## src/rtl/disp_cfg.svh

```systemverilog
// Constants for the display command block: codes, field positions, reset values.
// Assumes inclusion by bare name from each design file that needs them.
`ifndef DISP_CFG_SVH
`define DISP_CFG_SVH

`define CMD_MEM_RD_START 8'h2e
`define CMD_MEM_RD_CONT  8'h3e
`define CMD_MEM_WR_START 8'h2c
`define CMD_MEM_WR_CONT  8'h3c
`define CMD_TEAR_LINE    8'h44
`define CMD_GET_LINE     8'h45
`define CMD_SUPPLIER_RD  8'ha1
`define CMD_PROTECT      8'hb0
`define CMD_FRAME_ACCESS 8'hb3
`define PROT_LVL1_BASE   8'hf0
`define PROT_LVL2_BASE   8'he0
`define EXIT_CODE        8'hff

`define WRAP_BIT         1
`define FMT_BIT          0
`define EXP_HI           5
`define EXP_LO           4

`define WRAP_RST         1'b1
`define TEI_RST          3'h0
`define RGB_WRITE_CYCLE_RST         3'h0
`define FMT_RST          1'b0
`define EXP_RST          2'h0
`define TEAR_LINE_RST    9'h000
`define PROT_RST         2'h0

`endif

```

## src/rtl/disp_pkg.sv

```systemverilog
// Types shared by the display command block and its helpers.
// Assumes nothing beyond a SystemVerilog compiler.
package disp_pkg;
	typedef logic [8:0] coord_t;

	typedef struct packed {
		coord_t start_column;
		coord_t end_column;
		coord_t start_page;
		coord_t end_page;
	} window_s;

	typedef struct packed {
		logic       write_wrap_flag;
		logic [2:0] tear_interval;
		logic [2:0] rgb_write_cycle;
		logic [1:0] color_expand_code;
		logic       frame_format_flag;
	} frame_access_s;

	typedef enum logic [3:0] {
		ST_IDLE,
		ST_SKIP,
		ST_TEAR,
		ST_PROT,
		ST_FMA,
		ST_MEMRD,
		ST_LINE_RD,
		ST_ID_RD,
		ST_PIX_WR
	} cmd_state_e;
endpackage : disp_pkg

```

## src/rtl/color_expand.sv

```systemverilog
// Widens a 16-bit pixel to the 18-bit frame memory format.
// Assumes the pixel is packed red, green, blue from the top bit down.
`timescale 1ns/100ps
`default_nettype none
module color_expand (
	input  wire logic [15:0] pix16,
	input  wire logic [1:0]  color_expand_code,
	output logic      [17:0] pix18
);
	function automatic logic [5:0] widen(input logic [4:0] v, input logic [1:0] c);
		logic [5:0] w;
		w = {v, 1'b0};
		case (c)
			2'h0: w = (v == 5'h1f) ? 6'h3f : {v, 1'b0};
			2'h1: w = (v == 5'h00) ? 6'h00 : {v, 1'b1};
			2'h2: w = {v, v[4]};
			default: w = {v, 1'b0};
		endcase
		return w;
	endfunction : widen

	// Code 11 is disabled; it falls back to the plain zero fill.
	assign pix18 = {widen(pix16[15:11], color_expand_code), pix16[10:5],
		widen(pix16[4:0], color_expand_code)};
endmodule : color_expand
`default_nettype wire

```

## src/rtl/window_counter.sv

```systemverilog
// Column and page counter that walks the address window.
// Assumes load and step are single-cycle pulses from the same clock.
`timescale 1ns/100ps
`default_nettype none
module window_counter (
	input  wire logic             ref_clk,
	input  wire logic             resetn,
	input  wire disp_pkg::window_s win,
	input  wire logic             page_first,
	input  wire logic             wrap_en,
	input  wire logic             load,
	input  wire logic             step,
	output disp_pkg::coord_t      col_r,
	output disp_pkg::coord_t      page_r,
	output logic                  done_r
);
	import disp_pkg::*;

	always_ff @(posedge ref_clk or negedge resetn)
	begin
		if (!resetn)
		begin
			col_r  <= 9'h000;
			page_r <= 9'h000;
			done_r <= 1'b0;
		end
		else if (load)
		begin
			col_r  <= win.start_column;
			page_r <= win.start_page;
			done_r <= 1'b0;
		end
		else if (step && !done_r)
		begin
			if (!page_first)
			begin
				if (col_r == win.end_column)
				begin
					col_r <= win.start_column;
					if (page_r == win.end_page)
					begin
						page_r <= win.start_page;
						done_r <= !wrap_en;
					end
					else
						page_r <= page_r + 9'h001;
				end
				else
					col_r <= col_r + 9'h001;
			end
			else
			begin
				if (page_r == win.end_page)
				begin
					page_r <= win.start_page;
					if (col_r == win.end_column)
					begin
						col_r  <= win.start_column;
						done_r <= !wrap_en;
					end
					else
						col_r <= col_r + 9'h001;
				end
				else
					page_r <= page_r + 9'h001;
			end
		end
	end
endmodule : window_counter
`default_nettype wire

```

## src/rtl/display_cmd_memread_tear_setup.sv

```systemverilog
// Command interpreter for memory readback, tear setup, ID readback and access settings.
// Assumes DBI pins arrive asynchronously, timing pulses come from the same clock.
`timescale 1ns/100ps
`default_nettype none
`include "disp_cfg.svh"
module display_cmd_memread_tear_setup #(
	parameter logic [15:0] SUPPLIER_CODE          = 16'h5a5a,  // Arbitrary value.
	parameter logic [15:0] SUPPLIER_ELECTIVE_CODE = 16'h1234   // Arbitrary value.
) (
	input  wire logic              ref_clk,
	input  wire logic              resetn,
	input  wire logic              soft_reset,
	input  wire logic              chip_select_n,
	input  wire logic              data_command_select,
	input  wire logic              read_strobe_n,
	input  wire logic              write_strobe_n,
	input  wire logic [17:0]       db_in,
	output logic      [17:0]       db_out,
	output logic                   db_oe_n,
	input  wire logic              sleep_mode,
	input  wire logic              tear_enable,
	input  wire logic              frame_start,
	input  wire logic              line_start,
	input  wire logic              bus_16bit_mode,
	input  wire logic              page_first,
	input  wire disp_pkg::window_s win,
	output disp_pkg::coord_t       mem_rd_col,
	output disp_pkg::coord_t       mem_rd_page,
	input  wire logic [17:0]       mem_rd_data,
	output logic                   mem_wr_en,
	output disp_pkg::coord_t       mem_wr_col,
	output disp_pkg::coord_t       mem_wr_page,
	output logic      [17:0]       mem_wr_data,
	output logic                   tear_effect_output,
	output logic                   rgb_write_permit,
	output logic                   frame_format_flag,
	output logic      [1:0]        command_protect_level
);
	import disp_pkg::*;

	// ------------------------------------------------------------
	// Pin synchronisers
	// ------------------------------------------------------------
	logic [20:0] pin_s1_r;
	logic [20:0] pin_s2_r;
	logic        rd_d_r;
	logic        wr_d_r;
	always_ff @(posedge ref_clk or negedge resetn)
	begin
		if (!resetn)
		begin
			pin_s1_r <= {3'h7, 18'h00000};
			pin_s2_r <= {3'h7, 18'h00000};
			rd_d_r   <= 1'b1;
			wr_d_r   <= 1'b1;
		end
		else
		begin
			pin_s1_r <= {chip_select_n, read_strobe_n, write_strobe_n, db_in};
			pin_s2_r <= pin_s1_r;
			rd_d_r   <= pin_s2_r[19];
			wr_d_r   <= pin_s2_r[18];
		end
	end

	logic        cs_n_s;
	logic        rd_n_s;
	logic        wr_n_s;
	logic [17:0] dbs;
	logic        dcx_s1_r;
	logic        dcx_s2_r;
	always_ff @(posedge ref_clk or negedge resetn)
	begin
		if (!resetn)
		begin
			dcx_s1_r <= 1'b0;
			dcx_s2_r <= 1'b0;
		end
		else
		begin
			dcx_s1_r <= data_command_select;
			dcx_s2_r <= dcx_s1_r;
		end
	end
	assign cs_n_s = pin_s2_r[20];
	assign rd_n_s = pin_s2_r[19];
	assign wr_n_s = pin_s2_r[18];
	assign dbs    = pin_s2_r[17:0];

	// A strobe counts at its rising edge, when the host has finished with the bus.
	logic wr_rise;
	logic rd_rise;
	logic cmd_wr;
	logic data_wr;
	assign wr_rise = wr_n_s && !wr_d_r && !cs_n_s;
	assign rd_rise = rd_n_s && !rd_d_r && !cs_n_s;
	assign cmd_wr  = wr_rise && !dcx_s2_r;
	assign data_wr = wr_rise && dcx_s2_r;

	// ------------------------------------------------------------
	// Command decode and protect
	// ------------------------------------------------------------
	cmd_state_e    st_r;
	cmd_state_e    st_nxt;
	logic [2:0]    idx_r;
	frame_access_s fma_r;
	logic [8:0]    tear_line_r;
	logic [8:0]    scan_r;
	logic [8:0]    line_snap_r;
	logic          blocked;
	logic [7:0]    cmd;
	assign cmd = dbs[7:0];

	always_comb
	begin
		blocked = 1'b0;
		if (command_protect_level == 2'h1)
			blocked = (cmd >= `PROT_LVL1_BASE);
		else if (command_protect_level[1])
			blocked = (cmd >= `PROT_LVL2_BASE);
	end

	always_comb
	begin
		st_nxt = ST_SKIP;
		if (blocked)
			st_nxt = ST_SKIP;
		else
		begin
			case (cmd)
				`CMD_MEM_RD_START: st_nxt = ST_MEMRD;
				`CMD_MEM_RD_CONT:  st_nxt = ST_MEMRD;
				`CMD_MEM_WR_START: st_nxt = ST_PIX_WR;
				`CMD_MEM_WR_CONT:  st_nxt = ST_PIX_WR;
				`CMD_TEAR_LINE:    st_nxt = ST_TEAR;
				`CMD_GET_LINE:     st_nxt = ST_LINE_RD;
				`CMD_SUPPLIER_RD:  st_nxt = ST_ID_RD;
				`CMD_PROTECT:      st_nxt = ST_PROT;
				`CMD_FRAME_ACCESS: st_nxt = ST_FMA;
				default:           st_nxt = ST_SKIP;
			endcase
		end
	end

	always_ff @(posedge ref_clk or negedge resetn)
	begin
		if (!resetn)
		begin
			st_r  <= ST_IDLE;
			idx_r <= 3'h0;
		end
		else if (soft_reset)
		begin
			st_r  <= ST_IDLE;
			idx_r <= 3'h0;
		end
		else if (cmd_wr)
		begin
			st_r  <= st_nxt;
			idx_r <= 3'h0;
		end
		else if ((data_wr || rd_rise) && idx_r != 3'h7)
			idx_r <= idx_r + 3'h1;
	end

	// ------------------------------------------------------------
	// Settings; software reset leaves them alone
	// ------------------------------------------------------------
	always_ff @(posedge ref_clk or negedge resetn)
	begin
		if (!resetn)
		begin
			fma_r.write_wrap_flag   <= `WRAP_RST;
			fma_r.tear_interval     <= `TEI_RST;
			fma_r.rgb_write_cycle   <= `RGB_WRITE_CYCLE_RST;
			fma_r.color_expand_code <= `EXP_RST;
			fma_r.frame_format_flag <= `FMT_RST;
		end
		else if (data_wr && st_r == ST_FMA)
		begin
			case (idx_r)
				3'h0: fma_r.write_wrap_flag <= dbs[`WRAP_BIT];
				3'h1: fma_r.tear_interval <= dbs[2:0];
				3'h2: fma_r.rgb_write_cycle <= dbs[2:0];
				3'h3:
				begin
					fma_r.color_expand_code <= dbs[`EXP_HI:`EXP_LO];
					fma_r.frame_format_flag <= dbs[`FMT_BIT];
				end
				default: fma_r.write_wrap_flag <= fma_r.write_wrap_flag;
			endcase
		end
	end

	always_ff @(posedge ref_clk or negedge resetn)
	begin
		if (!resetn)
			tear_line_r <= `TEAR_LINE_RST;
		else if (data_wr && st_r == ST_TEAR && idx_r == 3'h0)
			tear_line_r[8] <= dbs[0];
		else if (data_wr && st_r == ST_TEAR && idx_r == 3'h1)
			tear_line_r[7:0] <= dbs[7:0];
	end

	always_ff @(posedge ref_clk or negedge resetn)
	begin
		if (!resetn)
			command_protect_level <= `PROT_RST;
		else if (data_wr && st_r == ST_PROT && idx_r == 3'h0)
			command_protect_level <= dbs[1:0];
	end

	always_ff @(posedge ref_clk or negedge resetn)
	begin
		if (!resetn)
			frame_format_flag <= `FMT_RST;
		else
			frame_format_flag <= fma_r.frame_format_flag;
	end

	// ------------------------------------------------------------
	// Scan line, tear and RGB write cycle
	// ------------------------------------------------------------
	logic [2:0] tear_cnt_r;
	logic [2:0] tear_last;
	logic [2:0] rgb_cnt_r;
	always_comb
	begin
		case (fma_r.tear_interval)
			3'b001:  tear_last = 3'h1;
			3'b011:  tear_last = 3'h3;
			3'b101:  tear_last = 3'h5;
			default: tear_last = 3'h0;
		endcase
	end

	always_ff @(posedge ref_clk or negedge resetn)
	begin
		if (!resetn)
			scan_r <= 9'h000;
		else if (frame_start)
			scan_r <= 9'h000;
		else if (line_start)
			scan_r <= scan_r + 9'h001;
	end

	always_ff @(posedge ref_clk or negedge resetn)
	begin
		if (!resetn)
		begin
			tear_cnt_r <= 3'h0;
			rgb_cnt_r  <= 3'h0;
		end
		else if (frame_start)
		begin
			tear_cnt_r <= (tear_cnt_r >= tear_last) ? 3'h0 : tear_cnt_r + 3'h1;
			rgb_cnt_r  <= (rgb_cnt_r >= fma_r.rgb_write_cycle) ? 3'h0 : rgb_cnt_r + 3'h1;
		end
	end

	// Address mode B4 never enters here, so line order cannot shift the tear.
	always_ff @(posedge ref_clk or negedge resetn)
	begin
		if (!resetn)
			tear_effect_output <= 1'b0;
		else if (sleep_mode)
			tear_effect_output <= 1'b0;
		else
			tear_effect_output <= tear_enable && tear_cnt_r == 3'h0 &&
				scan_r == tear_line_r;
	end

	always_ff @(posedge ref_clk or negedge resetn)
	begin
		if (!resetn)
			rgb_write_permit <= 1'b0;
		else
			rgb_write_permit <= (rgb_cnt_r == 3'h0);
	end

	// The line is caught at the command; in sleep it is stale and meaningless.
	always_ff @(posedge ref_clk or negedge resetn)
	begin
		if (!resetn)
			line_snap_r <= 9'h000;
		else if (cmd_wr && cmd == `CMD_GET_LINE)
			line_snap_r <= scan_r;
	end

	// ------------------------------------------------------------
	// Frame memory read and write walkers
	// ------------------------------------------------------------
	logic rd_load;
	logic rd_step;
	logic rd_done;
	logic wr_load;
	logic wr_step;
	logic wr_done;
	coord_t wcol;
	coord_t wpage;
	logic [17:0] pix18;
	// Read start reloads; read continue keeps the walker where it stopped.
	assign rd_load = cmd_wr && !blocked && cmd == `CMD_MEM_RD_START;
	assign rd_step = rd_rise && st_r == ST_MEMRD && idx_r != 3'h0;
	assign wr_load = cmd_wr && !blocked && cmd == `CMD_MEM_WR_START;
	assign wr_step = data_wr && st_r == ST_PIX_WR;

	window_counter u_rd_walk (
		.ref_clk    (ref_clk),
		.resetn     (resetn),
		.win        (win),
		.page_first (page_first),
		.wrap_en    (1'b0),
		.load       (rd_load),
		.step       (rd_step),
		.col_r      (mem_rd_col),
		.page_r     (mem_rd_page),
		.done_r     (rd_done)
	);

	window_counter u_wr_walk (
		.ref_clk    (ref_clk),
		.resetn     (resetn),
		.win        (win),
		.page_first (page_first),
		.wrap_en    (fma_r.write_wrap_flag),
		.load       (wr_load),
		.step       (wr_step),
		.col_r      (wcol),
		.page_r     (wpage),
		.done_r     (wr_done)
	);

	color_expand u_expand (
		.pix16             (dbs[15:0]),
		.color_expand_code (fma_r.color_expand_code),
		.pix18             (pix18)
	);

	always_ff @(posedge ref_clk or negedge resetn)
	begin
		if (!resetn)
		begin
			mem_wr_en   <= 1'b0;
			mem_wr_col  <= 9'h000;
			mem_wr_page <= 9'h000;
			mem_wr_data <= 18'h00000;
		end
		else
		begin
			mem_wr_en <= wr_step && !wr_done;
			if (wr_step)
			begin
				mem_wr_col  <= wcol;
				mem_wr_page <= wpage;
				mem_wr_data <= bus_16bit_mode ? pix18 : dbs;
			end
		end
	end

	// ------------------------------------------------------------
	// Read data return
	// ------------------------------------------------------------
	logic [17:0] rd_word;
	always_comb
	begin
		rd_word = 18'h00000;
		if (idx_r != 3'h0)
		begin
			case (st_r)
				ST_MEMRD:   rd_word = rd_done ? 18'h00000 : mem_rd_data;
				ST_LINE_RD: rd_word = (idx_r == 3'h1) ? {17'h00000, line_snap_r[8]} :
					(idx_r == 3'h2) ? {10'h000, line_snap_r[7:0]} : 18'h00000;
				ST_ID_RD:
				begin
					case (idx_r)
						3'h1:    rd_word = {10'h000, SUPPLIER_ELECTIVE_CODE[15:8]};
						3'h2:    rd_word = {10'h000, SUPPLIER_ELECTIVE_CODE[7:0]};
						3'h3:    rd_word = {10'h000, SUPPLIER_CODE[15:8]};
						3'h4:    rd_word = {10'h000, SUPPLIER_CODE[7:0]};
						default: rd_word = {10'h000, `EXIT_CODE};
					endcase
				end
				default:    rd_word = 18'h00000;
			endcase
		end
	end

	always_ff @(posedge ref_clk or negedge resetn)
	begin
		if (!resetn)
		begin
			db_out  <= 18'h00000;
			db_oe_n <= 1'b1;
		end
		else
		begin
			db_out  <= rd_word;
			db_oe_n <= !(!cs_n_s && !rd_n_s && dcx_s2_r &&
				(st_r == ST_MEMRD || st_r == ST_LINE_RD || st_r == ST_ID_RD));
		end
	end

	// ------------------------------------------------------------
	// Assertions
	// ------------------------------------------------------------
	property p_tear_sleep;
		@(posedge ref_clk) disable iff (!resetn) sleep_mode |=> !tear_effect_output;
	endproperty
	a_tear_sleep: assert property (p_tear_sleep) else $error("tear active in sleep");

	property p_tear_line;
		@(posedge ref_clk) disable iff (!resetn)
			$rose(tear_effect_output) |-> $past(scan_r) == $past(tear_line_r);
	endproperty
	a_tear_line: assert property (p_tear_line) else $error("tear on wrong line");

	property p_prot1;
		@(posedge ref_clk) disable iff (!resetn || soft_reset)
			cmd_wr && command_protect_level == 2'h1 && cmd >= 8'hf0 |=> st_r == ST_SKIP;
	endproperty
	a_prot1: assert property (p_prot1) else $error("level 1 let F0-FF through");

	property p_prot3;
		@(posedge ref_clk) disable iff (!resetn || soft_reset)
			cmd_wr && command_protect_level == 2'h3 && cmd >= 8'he0 |=> st_r == ST_SKIP;
	endproperty
	a_prot3: assert property (p_prot3) else $error("level 3 let E0-FF through");

	property p_blocked_keeps;
		@(posedge ref_clk) disable iff (!resetn)
			st_r == ST_SKIP && data_wr |=> $stable(fma_r) && $stable(tear_line_r);
	endproperty
	a_blocked_keeps: assert property (p_blocked_keeps) else $error("skipped data changed");

	property p_fma_wrap;
		@(posedge ref_clk) disable iff (!resetn)
			data_wr && st_r == ST_FMA && idx_r == 3'h0 |=>
				fma_r.write_wrap_flag == $past(dbs[1]);
	endproperty
	a_fma_wrap: assert property (p_fma_wrap) else $error("wrap flag not taken");

	property p_scan_zero;
		@(posedge ref_clk) disable iff (!resetn) frame_start |=> scan_r == 9'h000;
	endproperty
	a_scan_zero: assert property (p_scan_zero) else $error("scan line not zero");

	property p_memrd_dummy;
		@(posedge ref_clk) disable iff (!resetn || soft_reset)
			cmd_wr && !blocked && cmd == 8'h3e |=> ##1 db_out == 18'h00000;
	endproperty
	a_memrd_dummy: assert property (p_memrd_dummy) else $error("no dummy word");

	property p_discard;
		@(posedge ref_clk) disable iff (!resetn)
			wr_step && wr_done |=> !mem_wr_en;
	endproperty
	a_discard: assert property (p_discard) else $error("pixel written past window");

	property p_rgb_cycle;
		@(posedge ref_clk) disable iff (!resetn)
			frame_start && rgb_cnt_r == fma_r.rgb_write_cycle |=> ##1 rgb_write_permit;
	endproperty
	a_rgb_cycle: assert property (p_rgb_cycle) else $error("rgb cycle wrong");

	c_tear: cover property (@(posedge ref_clk) disable iff (!resetn) $rose(tear_effect_output));
	c_wrap: cover property (@(posedge ref_clk) disable iff (!resetn)
		wr_step && fma_r.write_wrap_flag && wcol == win.end_column && wpage == win.end_page);
	c_idrd: cover property (@(posedge ref_clk) disable iff (!resetn)
		st_r == ST_ID_RD && idx_r == 3'h5 && rd_rise);
endmodule : display_cmd_memread_tear_setup
`default_nettype wire

```

## config.mk

```make
export PLATFORM = sky130hd
export DESIGN_NAME = display_cmd_memread_tear_setup
export DESIGN_NICKNAME = d
export VERILOG_FILES = /design/src/rtl/disp_pkg.sv /design/src/rtl/color_expand.sv /design/src/rtl/window_counter.sv /design/src/rtl/display_cmd_memread_tear_setup.sv
export VERILOG_INCLUDE_DIRS = /design/src /design/src/rtl
export SDC_FILE = /design/constraint.sdc
export NUM_CORES = 1
export LEC_CHECK = 0
export ABC_AREA = 1
export BUFFER_PORTS_ARGS = -buffer_cell sky130_fd_sc_hd__buf_4
export CAP_MARGIN = 20
export CORE_ASPECT_RATIO = 2
export CORE_MARGIN = 2
export CORE_UTILIZATION = 55
export DETAILED_ROUTE_END_ITERATION = 16
export GPL_TIMING_DRIVEN = 0
export PLACE_DENSITY = 0.78
export SLEW_MARGIN = 30
export SYNTH_ARGS = -nofsm -noshare
export SYNTH_HDL_FRONTEND = slang
export SYNTH_SLANG_ARGS = --single-unit
```

## constraint.sdc

```tcl
create_clock -name ref_clk -period 3.4 [get_ports ref_clk]
set_input_delay 0.17 -clock ref_clk [delete_from_list [all_inputs] [get_ports ref_clk]]
set_output_delay 0.17 -clock ref_clk [all_outputs]
set_load 0.03 [all_outputs]
```

==> flow_metrics.env, run 1 <==
export IMPL_mostFrequentLayoutCells="sky130_fd_sc_hd__nand2_1, sky130_fd_sc_hd__dfrtp_1, sky130_fd_sc_hd__buf_4"
export IMPL_cts_buffers_inserted=17
export IMPL_dr_total_vias=8673
export IMPL_critical_path_cell_chain="nand3_2 > nor2_2 > inv_1 > nor2_4 > clkbuf_1 > a31oi_1"
export IMPL_capturing_element_type_of_the_critical_path="flip-flop"
export IMPL_synth_yosys_seq_area_share=0.507
export IMPL_synth_xor_area_frac=0.0427
export IMPL_synth_cell_types=44
export IMPL_final_max_slew_viols=0
export IMPL_chipHeight_um=191
export IMPL_worst_path_buf_inv=2
export IMPL_drt_pass1_iterations=8
export IMPL_crit_path_max_incr_delay_ns=0.55
export IMPL_fin_tns_setup_ns=0
export IMPL_cap_violations=0
export IMPL_ioPinCount=164
export IMPL_cts_sinks=195
export IMPL_finalHoldViolCount=0
export IMPL_worst_slew_pin_slew_ns=0.674
export IMPL_overflow=0
export IMPL_synth_fa_ha_area_frac=0.0272
export IMPL_clock_root_buffer="sky130_fd_sc_hd__clkbuf_16"
export IMPL_cpLargestDelayFamily="buffers and inverters"
export IMPL_cts_htree_levels=4
export IMPL_synth_ff_type="sky130_fd_sc_hd__dfrtp_1"
export IMPL_async_flop_share=1.00
export IMPL_powerDensity_nw_per_um2=407
export IMPL_dieArea_um2=18700
export IMPL_synth_cell_area_um2=9650
export IMPL_ys_ff_latch=195
export IMPL_fp_dieW_um=97.6
export IMPL_initial_utilization=0.561
export IMPL_crit_path_max_fanout=10
export IMPL_number_of_antenna_violations_at_the_first_check_in_global_routing=0
export IMPL_num_nets_final=1518
export IMPL_first_global_vias=8819
export IMPL_final_common_cell="sky130_fd_sc_hd__nand2_1"
export IMPL_cp_slowest_cell="sky130_fd_sc_hd__dfstp_2"
export IMPL_run_status="complete, no violations"
export IMPL_final_fill_count=1383
export IMPL_period_needed_ns=2.05
export IMPL_dp_hpwl_um=19700
export IMPL_syn_nets=1298
export IMPL_grt_setup_unrepaired="no"
export IMPL_yosys_mux_area_fraction=0.00350
export IMPL_path_clk_slew_ns=0.08
export IMPL_synth_enable_flop_cells=0
export IMPL_routed_via_density=5.30
export IMPL_clock_insertion_delay_worst_skew_ns=0.45
export IMPL_ratio_of_final_minimum_period_to_clock_period=0.602
export IMPL_fmax_ghz=0.488
export IMPL_wire_length_of_the_first_global_routing_pass_um=42200
export IMPL_worst_clk_skew_ns=0.0154
export IMPL_worst_hold_slack_ns=0.00855
export IMPL_compound_cell_area_share_of_the_yosys_netlist=0.0748
export IMPL_worst_case_headroom_to_the_max_slew_limit=0.550
export IMPL_post_cts_resized_instances=0
export IMPL_hp_class="primary input to flip-flop"
export IMPL_areaGrowthSynthToFinish_pct=26.2
export IMPL_critPathRequiredTime_ns=3.69
export IMPL_start_kind="flip-flop"
export IMPL_pin_count_of_the_biggest_net_entering_global_routing=80
export IMPL_dr_iter_0_viols=409
export IMPL_crit_arrival_ns=2.34
export IMPL_synthesis_yosys_warnings=0
export IMPL_diodes=0
export IMPL_core_area_um2=17200
export IMPL_post_synth_cell_area_avg_um2=8.09
export IMPL_vdd_ir_drop_max_mv=0.288
export IMPL_count_of_unresolved_drc_violations_after_routing=0
export IMPL_drt_total_wl_um=26400
export IMPL_timing_setup_critical_path_class="flip-flop to flip-flop"
export IMPL_drt_wirelength_per_cell_um=16.2
export IMPL_deepest_clock_path_buffer_count=2
export IMPL_finalSetupViolations=0
export IMPL_grt_usage=0.289
export IMPL_syn_instance_count=1192
export IMPL_portBuffers=162
export IMPL_power_leakage_nw=6.29
export IMPL_gpl_final_weighted_congestion=0.926
export IMPL_final_core_utilization=0.708
export IMPL_placementRows=68
export IMPL_main_combinational_cell_family_by_area_after_synthesis="simple AND/OR/NAND/NOR gates"
export IMPL_drive_above_1_share=0.182
export IMPL_cts_tree="done"
export IMPL_synth_simple_gate_area_frac=0.277
export IMPL_route_antenna_remaining_nets=0
-- synth_stat cells (5+ instances only) --
| master | n | area (µm²) |
|---|---|---|
| sky130_fd_sc_hd__nor3_1 | 9 | 45.0 |
| sky130_fd_sc_hd__xor2_1 | 30 | 263 |
| sky130_fd_sc_hd__nand4_1 | 14 | 87.6 |
| sky130_fd_sc_hd__clkbuf_1 | 12 | 45.0 |
| sky130_fd_sc_hd__dfrtp_1 | 185 | 4630 |
| sky130_fd_sc_hd__ha_1 | 21 | 263 |
| sky130_fd_sc_hd__dfstp_2 | 10 | 263 |
| sky130_fd_sc_hd__nand2_1 | 425 | 1600 |
| sky130_fd_sc_hd__inv_2 | 6 | 22.5 |
| sky130_fd_sc_hd__a31oi_1 | 19 | 119 |
| sky130_fd_sc_hd__nor2_1 | 92 | 345 |
| sky130_fd_sc_hd__nand3b_1 | 6 | 45.0 |
| sky130_fd_sc_hd__nand3_1 | 70 | 350 |
| sky130_fd_sc_hd__o21ai_0 | 63 | 315 |
| sky130_fd_sc_hd__a21oi_1 | 23 | 115 |
| sky130_fd_sc_hd__xnor2_1 | 17 | 149 |
| sky130_fd_sc_hd__inv_1 | 120 | 450 |
| sky130_fd_sc_hd__nor2_4 | 5 | 56.3 |
| sky130_fd_sc_hd__buf_2 | 13 | 65.1 |
-- metrics by stage --
stage / area [µm²] / setup slack [ns] / power [W] / std cells
5_1_grt: 12200 / 1.22 / 0.00512 / 1635
2_1_floorplan: 9650 / 1.70 / 0.00264 / 1192
3_5_place_dp: 11200 / 1.37 / 0.00287 / 1566
3_3_place_gp: 11100 / 0.897 / 0.00285 / 1564
4_1_cts: 12200 / 1.37 / 0.00497 / 1635
6_report: 12200 / 1.35 / 0.00495 / 1635
-- final cells by class --
type | instances | area [µm²] | share of cell area
Sequential cell | 195 | 4890 | 0.402
Clock inverter | 15 | 189 | 0.0155
Multi-Input combinational cell | 836 | 4100 | 0.337
Inverter | 129 | 485 | 0.0399
Buffer | 32 | 166 | 0.0137
Tap cell | 210 | 263 | 0.0216
Timing Repair Buffer | 201 | 1650 | 0.135
Clock buffer | 17 | 425 | 0.0349
-- path summary, 6_finish.rpt --
check | from | end | slack (ns) | depth (start not counted)
setup / recovery | pin_s2_r[18] | mem_wr_data[16] | 1.35 | 6
hold / removal | sleep_mode | tear_effect_output | 0.009 | 4
setup reg to reg | pin_s2_r[18] | mem_wr_data[16] | 1.35 | 6
hold reg to reg | dcx_s1_r | dcx_s2_r | 0.34 | 0
max in group asynchronous | resetn | wr_d_r | 2.46 | 3
min in group asynchronous | resetn | u_rd_walk.page_r[6] | 0.19 | 2
-- worst register-to-register path, delay by kind of cell, from the launching register on --
family | cells | cell delay [ns]
buffers and inverters | 2 | 0.67
flip-flops | 1 | 0.55
AND/OR/NAND/NOR | 3 | 0.52
AO/OA/AOI/OAI | 1 | 0.16
-- what timing repair did --
item,4_1_cts,5_1_grt
hold endpoints to repair,76,0
buffers inserted,0,0
hold buffers,37,0
-- flip-flops by register name, indices dropped and copies added (netlist names), 10 cells and up --
| signal | count |
|---|---|
| pin_s1_r | 21 |
| pin_s2_r | 21 |
| db_out | 18 |
| fma_r | 10 |
| mem_wr_data | 18 |
-- where the power goes --
part	total [W]	switching (W)	internal, W
clock	0.00209	0.00102	0.00106
combinational	0.000448	0.000258	0.000190
sequential	0.00242	0.0000483	0.00237
-- cell families (layout without fill, tap and decap cells) --
logic type / count (synthesis) / after routing
adders and majority gates: 21 / 21
and+or+nand+nor: 638 / 638
xor gates and xnor gates: 47 / 47
DFF: 195 / 195
AOI/OAI and AO/OA: 127 / 127
muxes: 3 / 3
buffers and inverters: 161 / 394
-- routing by layer --
layer	part of all wire	vias up	wire, µm	GRT usage
li1	-	4209	-	-
met1	0.34	4059	8860	0.280
met2	0.56	291	14800	0.556
met3	0.039	114	1030	0.0453
met4	0.065	0	1730	0.185
met5	0	-	0	0
No activity file was read; power rests on OpenSTA's default activity.
==> run 2, diff against run 1 <==
==> constraint.sdc (replaced) <==
create_clock -name ref_clk -period 2.1 [get_ports ref_clk]
set_input_delay 0.105 -clock ref_clk [delete_from_list [all_inputs] [get_ports ref_clk]]
set_output_delay 0.105 -clock ref_clk [all_outputs]
set_load 0.03 [all_outputs]
==> flow_metrics.env, run 2 (synthesis results as in run 1) <==
export IMPL_worstReg2RegEnd="mem_wr_page[7]"
export IMPL_multi_input_comb_area_um2=4110
export IMPL_route_antenna_remaining_nets=0
export IMPL_diodes=0
export IMPL_final_seq_area_um2=4890
export IMPL_critical_path_cell_chain="nand3_2 > nor2_4 > inv_1 > nor2_4 > inv_1 > clkbuf_1 > o21ai_0"
export IMPL_finalHoldViolCount=0
export IMPL_initial_utilization=0.561
export IMPL_critPathRequiredTime_ns=2.43
export IMPL_powerDensity_nw_per_um2=648
export IMPL_capturing_element_type_of_the_critical_path="flip-flop"
export IMPL_r2r_start="pin_s2_r[18]"
export IMPL_run_status="complete, no violations"
export IMPL_mostFrequentLayoutCells="sky130_fd_sc_hd__nand2_1, sky130_fd_sc_hd__dfrtp_1, sky130_fd_sc_hd__buf_4"
export IMPL_first_global_vias=9029
export IMPL_crit_path_max_incr_delay_ns=0.55
export IMPL_grt_usage=0.295
export IMPL_ioPinCount=164
export IMPL_drive_above_1_share=0.181
export IMPL_portBuffers=162
export IMPL_hold_path_endpoint="tear_cnt_r[2]"
export IMPL_cap_violations=0
export IMPL_drt_wirelength_per_cell_um=16.2
export IMPL_routed_via_density=5.30
export IMPL_crit_arrival_ns=2.37
export IMPL_fin_tns_setup_ns=0
export IMPL_dr_total_vias=8804
export IMPL_hp_class="primary input to flip-flop"
export IMPL_dr_iter_0_viols=445
export IMPL_drt_total_wl_um=26900
export IMPL_period_needed_ns=2.04
export IMPL_finalSetupViolations=0
export IMPL_clock_insertion_delay_worst_skew_ns=0.45
export IMPL_cts_htree_levels=4
export IMPL_cp_slowest_cell="sky130_fd_sc_hd__dfstp_2"
export IMPL_overflow=0
export IMPL_post_cts_repair_setup_buffers=0
export IMPL_wire_length_of_the_first_global_routing_pass_um=43200
export IMPL_r2r_slack_ns=0.06
export IMPL_placementRows=68
export IMPL_count_of_unresolved_drc_violations_after_routing=0
export IMPL_final_max_slew_viols=0
export IMPL_worst_hold_startpoint="frame_start"
export IMPL_power_leakage_nw=6.39
export IMPL_pin_count_of_the_biggest_net_entering_global_routing=80
export IMPL_gpl_final_weighted_congestion=0.926
export IMPL_cts_buffers_inserted=17
export IMPL_worst_slew_pin_slew_ns=0.681
export IMPL_worst_clk_skew_ns=0.0214
export IMPL_worst_case_headroom_to_the_max_slew_limit=0.546
export IMPL_reg2regPathDepth=7
export IMPL_number_of_antenna_violations_at_the_first_check_in_global_routing=0
export IMPL_fmax_ghz=0.490
export IMPL_deepest_clock_path_buffer_count=2
export IMPL_min_path_cells=4
export IMPL_core_area_um2=17200
export IMPL_drt_pass1_iterations=6
export IMPL_fp_dieW_um=97.6
export IMPL_timing_setup_critical_path_class="flip-flop to flip-flop"
export IMPL_areaGrowthSynthToFinish_pct=28.9
export IMPL_chipHeight_um=191
export IMPL_design_power_total_w=0.00806
export IMPL_dieArea_um2=18700
export IMPL_vdd_ir_drop_max_mv=0.473
export IMPL_crit_path_max_fanout=10
export IMPL_final_common_cell="sky130_fd_sc_hd__nand2_1"
export IMPL_path_clk_slew_ns=0.08
export IMPL_largestRegisters="pin_s1_r (21), pin_s2_r (21)"
export IMPL_clock_root_buffer="sky130_fd_sc_hd__clkbuf_16"
export IMPL_final_fill_count=1339
export IMPL_num_nets_final=1543
export IMPL_cts_tree="done"
export IMPL_start_kind="flip-flop"
export IMPL_cts_sinks=195
export IMPL_ratio_of_final_minimum_period_to_clock_period=0.971
export IMPL_dp_hpwl_um=19700
==> run 2: worst max-delay path by stage <==
stage	from	end	depth (start not counted)	slack [ns]
after detailed placement	pin_s2_r[18]	mem_wr_data[16]	6	0.07
after global routing	idx_r[0]	u_rd_walk.col_r[3]	9	-0.02
after floorplan	u_rd_walk.col_r[4]	u_rd_walk.done_r	9	0.40
after global placement	resetn	db_out[7]	1	-0.34
final	pin_s2_r[18]	mem_wr_page[7]	7	0.06
after CTS	pin_s2_r[18]	mem_wr_data[16]	6	0.07
==> run 2: what timing repair did <==
action,CTS,global route
resized for setup,0,3
endpoints found under the hold margin,274,0
endpoints found under the setup margin,0,20
hold buffers,62,0
==> run 2: where the power goes <==
part | leakage (nW) | switching, W | internal [W]
Sequential | 2.47 | 0.0000786 | 0.00384
Combinational | 3.62 | 0.000427 | 0.000337
Clock | 0.301 | 0.00166 | 0.00172
Total | 6.39 | 0.00216 | 0.00589
==> run 2: layer usage <==
layer / global-route usage / vias up / wire [µm]
li1: - / 4257 / -
met3: 0.0461 / 106 / 1070
met5: 0 / - / 0
met1: 0.284 / 4132 / 9060
met2: 0.571 / 309 / 15100
met4: 0.187 / 0 / 1670
==> run 2: worst max-delay path, delay by kind of cell (launching register included) <==
kind	cells	cell delay, ns
flops	1	0.55
buf+inv	3	0.55
simple gates	3	0.46
compound gates	1	0.36
==> run 2: cell type report <==
cell class                 instances  area share
clock buffer                      17      0.0342
inverter                         129      0.0390
sequential                       195       0.393
multi-input combinational        836       0.331
clock inverter                    15      0.0152
timing repair buffer             226       0.153
tap                              210      0.0211
buffer                            32      0.0134
==> run 2: metrics by stage <==
step	std cells	hold WS (ns)	instance area (µm²)	utilization	setup WS (ns)
after global placement	1564	0.213	11100	0.647	-0.338
after CTS	1660	0.0271	12400	0.723	0.0683
after detailed placement	1566	0.0208	11200	0.651	0.0669
after floorplan	1192	-0.191	9650	-	0.401
final	1660	0.0271	12400	0.723	0.0601
after global routing	1660	0.0484	12400	0.723	-0.0179
==> run 3, diff against run 2 <==
--- a/config.mk
+++ b/config.mk
@@ -15,6 +15,7 @@
 export DETAILED_ROUTE_END_ITERATION = 16
 export GPL_TIMING_DRIVEN = 0
 export PLACE_DENSITY = 0.78
+export REMOVE_ABC_BUFFERS = 1
 export SLEW_MARGIN = 30
 export SYNTH_ARGS = -nofsm -noshare
 export SYNTH_HDL_FRONTEND = slang
==> flow_metrics.env, run 3 (synthesis results as in run 1) <==
export IMPL_combPwrFrac=0.096
export IMPL_worst_case_headroom_to_the_max_slew_limit=0.613
export IMPL_mostFrequentLayoutCells="sky130_fd_sc_hd__nand2_1, sky130_fd_sc_hd__dfrtp_1, sky130_fd_sc_hd__buf_4"
export IMPL_portBuffers=163
export IMPL_power_clock_fraction=0.416
export IMPL_critPathRequiredTime_ns=2.48
export IMPL_core_area_um2=17200
export IMPL_diodes=0
export IMPL_hp_class="primary input to flip-flop"
export IMPL_final_fill_count=1332
export IMPL_design_power_total_w=0.00802
export IMPL_fin_area_um2=12600
export IMPL_drt_total_wl_um=27100
export IMPL_dr_iter_0_viols=353
export IMPL_place_area_um2=11000
export IMPL_ioPinCount=164
export IMPL_count_of_unresolved_drc_violations_after_routing=0
export IMPL_capturing_element_type_of_the_critical_path="flip-flop"
export IMPL_overflow=0
export IMPL_final_cell_count_no_fill=1654
export IMPL_finalHoldViolCount=0
export IMPL_grt_usage=0.285
export IMPL_routed_via_density=5.32
export IMPL_finalSetupViolations=0
export IMPL_ratio_of_final_minimum_period_to_clock_period=0.950
export IMPL_power_leakage_nw=6.40
export IMPL_fin_tns_setup_ns=0
export IMPL_pin_count_of_the_biggest_net_entering_global_routing=80
export IMPL_number_of_antenna_violations_at_the_first_check_in_global_routing=0
export IMPL_timing_setup_critical_path_class="flip-flop to flip-flop"
export IMPL_num_nets_final=1537
export IMPL_fp_dieW_um=97.6
export IMPL_seqPwrFrac=0.488
export IMPL_clock_root_buffer="sky130_fd_sc_hd__clkbuf_16"
export IMPL_start_kind="flip-flop"
export IMPL_placementRows=68
export IMPL_dr_total_vias=8807
export IMPL_chipHeight_um=191
export IMPL_initial_utilization=0.561
export IMPL_final_max_slew_viols=0
export IMPL_worst_slew_pin_slew_ns=0.579
export IMPL_final_common_cell="sky130_fd_sc_hd__nand2_1"
export IMPL_cts_buffers_inserted=17
export IMPL_switching_share=0.263
export IMPL_cts_tree="done"
export IMPL_placed_cells_incl_taps=1535
export IMPL_drt_pass1_iterations=4
export IMPL_largestRegisters="pin_s1_r (21), pin_s2_r (21)"
export IMPL_cts_sinks=195
export IMPL_period_needed_ns=2.00
export IMPL_drt_wirelength_per_cell_um=16.4
export IMPL_gpl_final_weighted_congestion=0.908
export IMPL_crit_path_max_fanout=16
export IMPL_crit_arrival_ns=2.38
export IMPL_cts_htree_levels=4
export IMPL_path_clk_slew_ns=0.08
export IMPL_route_antenna_remaining_nets=0
export IMPL_areaGrowthSynthToFinish_pct=30.7
export IMPL_first_global_vias=8836
export IMPL_clock_insertion_delay_worst_skew_ns=0.45
export IMPL_worst_clk_skew_ns=0.0129
export IMPL_multi_input_comb_area_um2=4280
export IMPL_wire_length_of_the_first_global_routing_pass_um=42000
export IMPL_drive_above_1_share=0.199
export IMPL_dp_hpwl_um=18100
export IMPL_deepest_clock_path_buffer_count=2
export IMPL_internal_power_w=0.00591
export IMPL_cap_violations=0
export IMPL_final_seq_area_um2=4890
export IMPL_fmax_ghz=0.501
export IMPL_vdd_ir_drop_max_mv=0.509
export IMPL_powerDensity_nw_per_um2=636
export IMPL_dieArea_um2=18700
export IMPL_switching_power_w=0.00211
export IMPL_run_status="complete, no violations"
[run 3: critical path: stages, from the launching register on]
cell and delay, ns:
sky130_fd_sc_hd__dfstp_2 0.54, sky130_fd_sc_hd__nand3_2 0.14, sky130_fd_sc_hd__nor2_4 0.26, sky130_fd_sc_hd__nand2_4 0.10
sky130_fd_sc_hd__inv_4 0.10, sky130_fd_sc_hd__nand2_8 0.12, sky130_fd_sc_hd__o21ai_4 0.15, sky130_fd_sc_hd__inv_4 0.13
sky130_fd_sc_hd__nor2_4 0.24, sky130_fd_sc_hd__nand2_1 0.09, sky130_fd_sc_hd__nand2_1 0.07
[run 3: worst paths after layout]
path | from | endpoint | slack [ns] | cells past startpoint
max | pin_s2_r[18] | u_rd_walk.page_r[1] | 0.10 | 10
min | bus_16bit_mode | mem_wr_data[11] | 0.02 | 3
max reg2reg | pin_s2_r[18] | u_rd_walk.page_r[1] | 0.10 | 10
min reg2reg | dcx_s1_r | dcx_s2_r | 0.35 | 0
max in group asynchronous | resetn | db_out[6] | 0.90 | 4
min in group asynchronous | resetn | u_rd_walk.page_r[7] | 0.14 | 2
[run 3: metrics by stage]
stage / util / worst slack, ns / hold WS [ns]
floorplan: - / -0.130 / -0.191
global placement: 0.638 / -0.871 / 0.214
detailed placement: 0.642 / -0.932 / 0.0212
CTS: 0.721 / -0.00724 / 0.0110
global route: 0.734 / -0.0167 / 0.0296
finish: 0.734 / 0.105 / 0.0226
[run 3: per-layer routing]
| layer | global-route usage | share of wire |
|---|---|---|
| met1 | 0.286 | 0.34 |
| met2 | 0.551 | 0.58 |
| met3 | 0.0391 | 0.031 |
| met4 | 0.160 | 0.055 |
| met5 | 0 | 0 |
[run 3: final cells by class]
cell class | instances | share of cell area
flip-flops and latches | 195 | 0.388
multi-input cells | 843 | 0.339
repair buffers | 244 | 0.164
inverters | 129 | 0.0393
clock buffers | 18 | 0.0348
well taps | 210 | 0.0208
clock inverters | 14 | 0.0130
repair inverters | 1 | 0.000595
[run 3: repair_timing]
item,4_1_cts,5_1_grt
setup buffers,7,9
setup endpoints to repair,42,50
hold endpoints to repair,199,0
pin swaps,3,9
hold buffers,63,0
resized for setup,11,28
cloned,4,4
[run 3: power by group through the flow]
stage               sequential (W)  combinational, W  clock [W]
floorplan                  0.00402          0.000253          0
global placement           0.00398          0.000618          0
detailed placement         0.00399          0.000645          0
CTS                        0.00391          0.000750    0.00337
global route               0.00393          0.000848    0.00353
finish                     0.00392          0.000769    0.00333
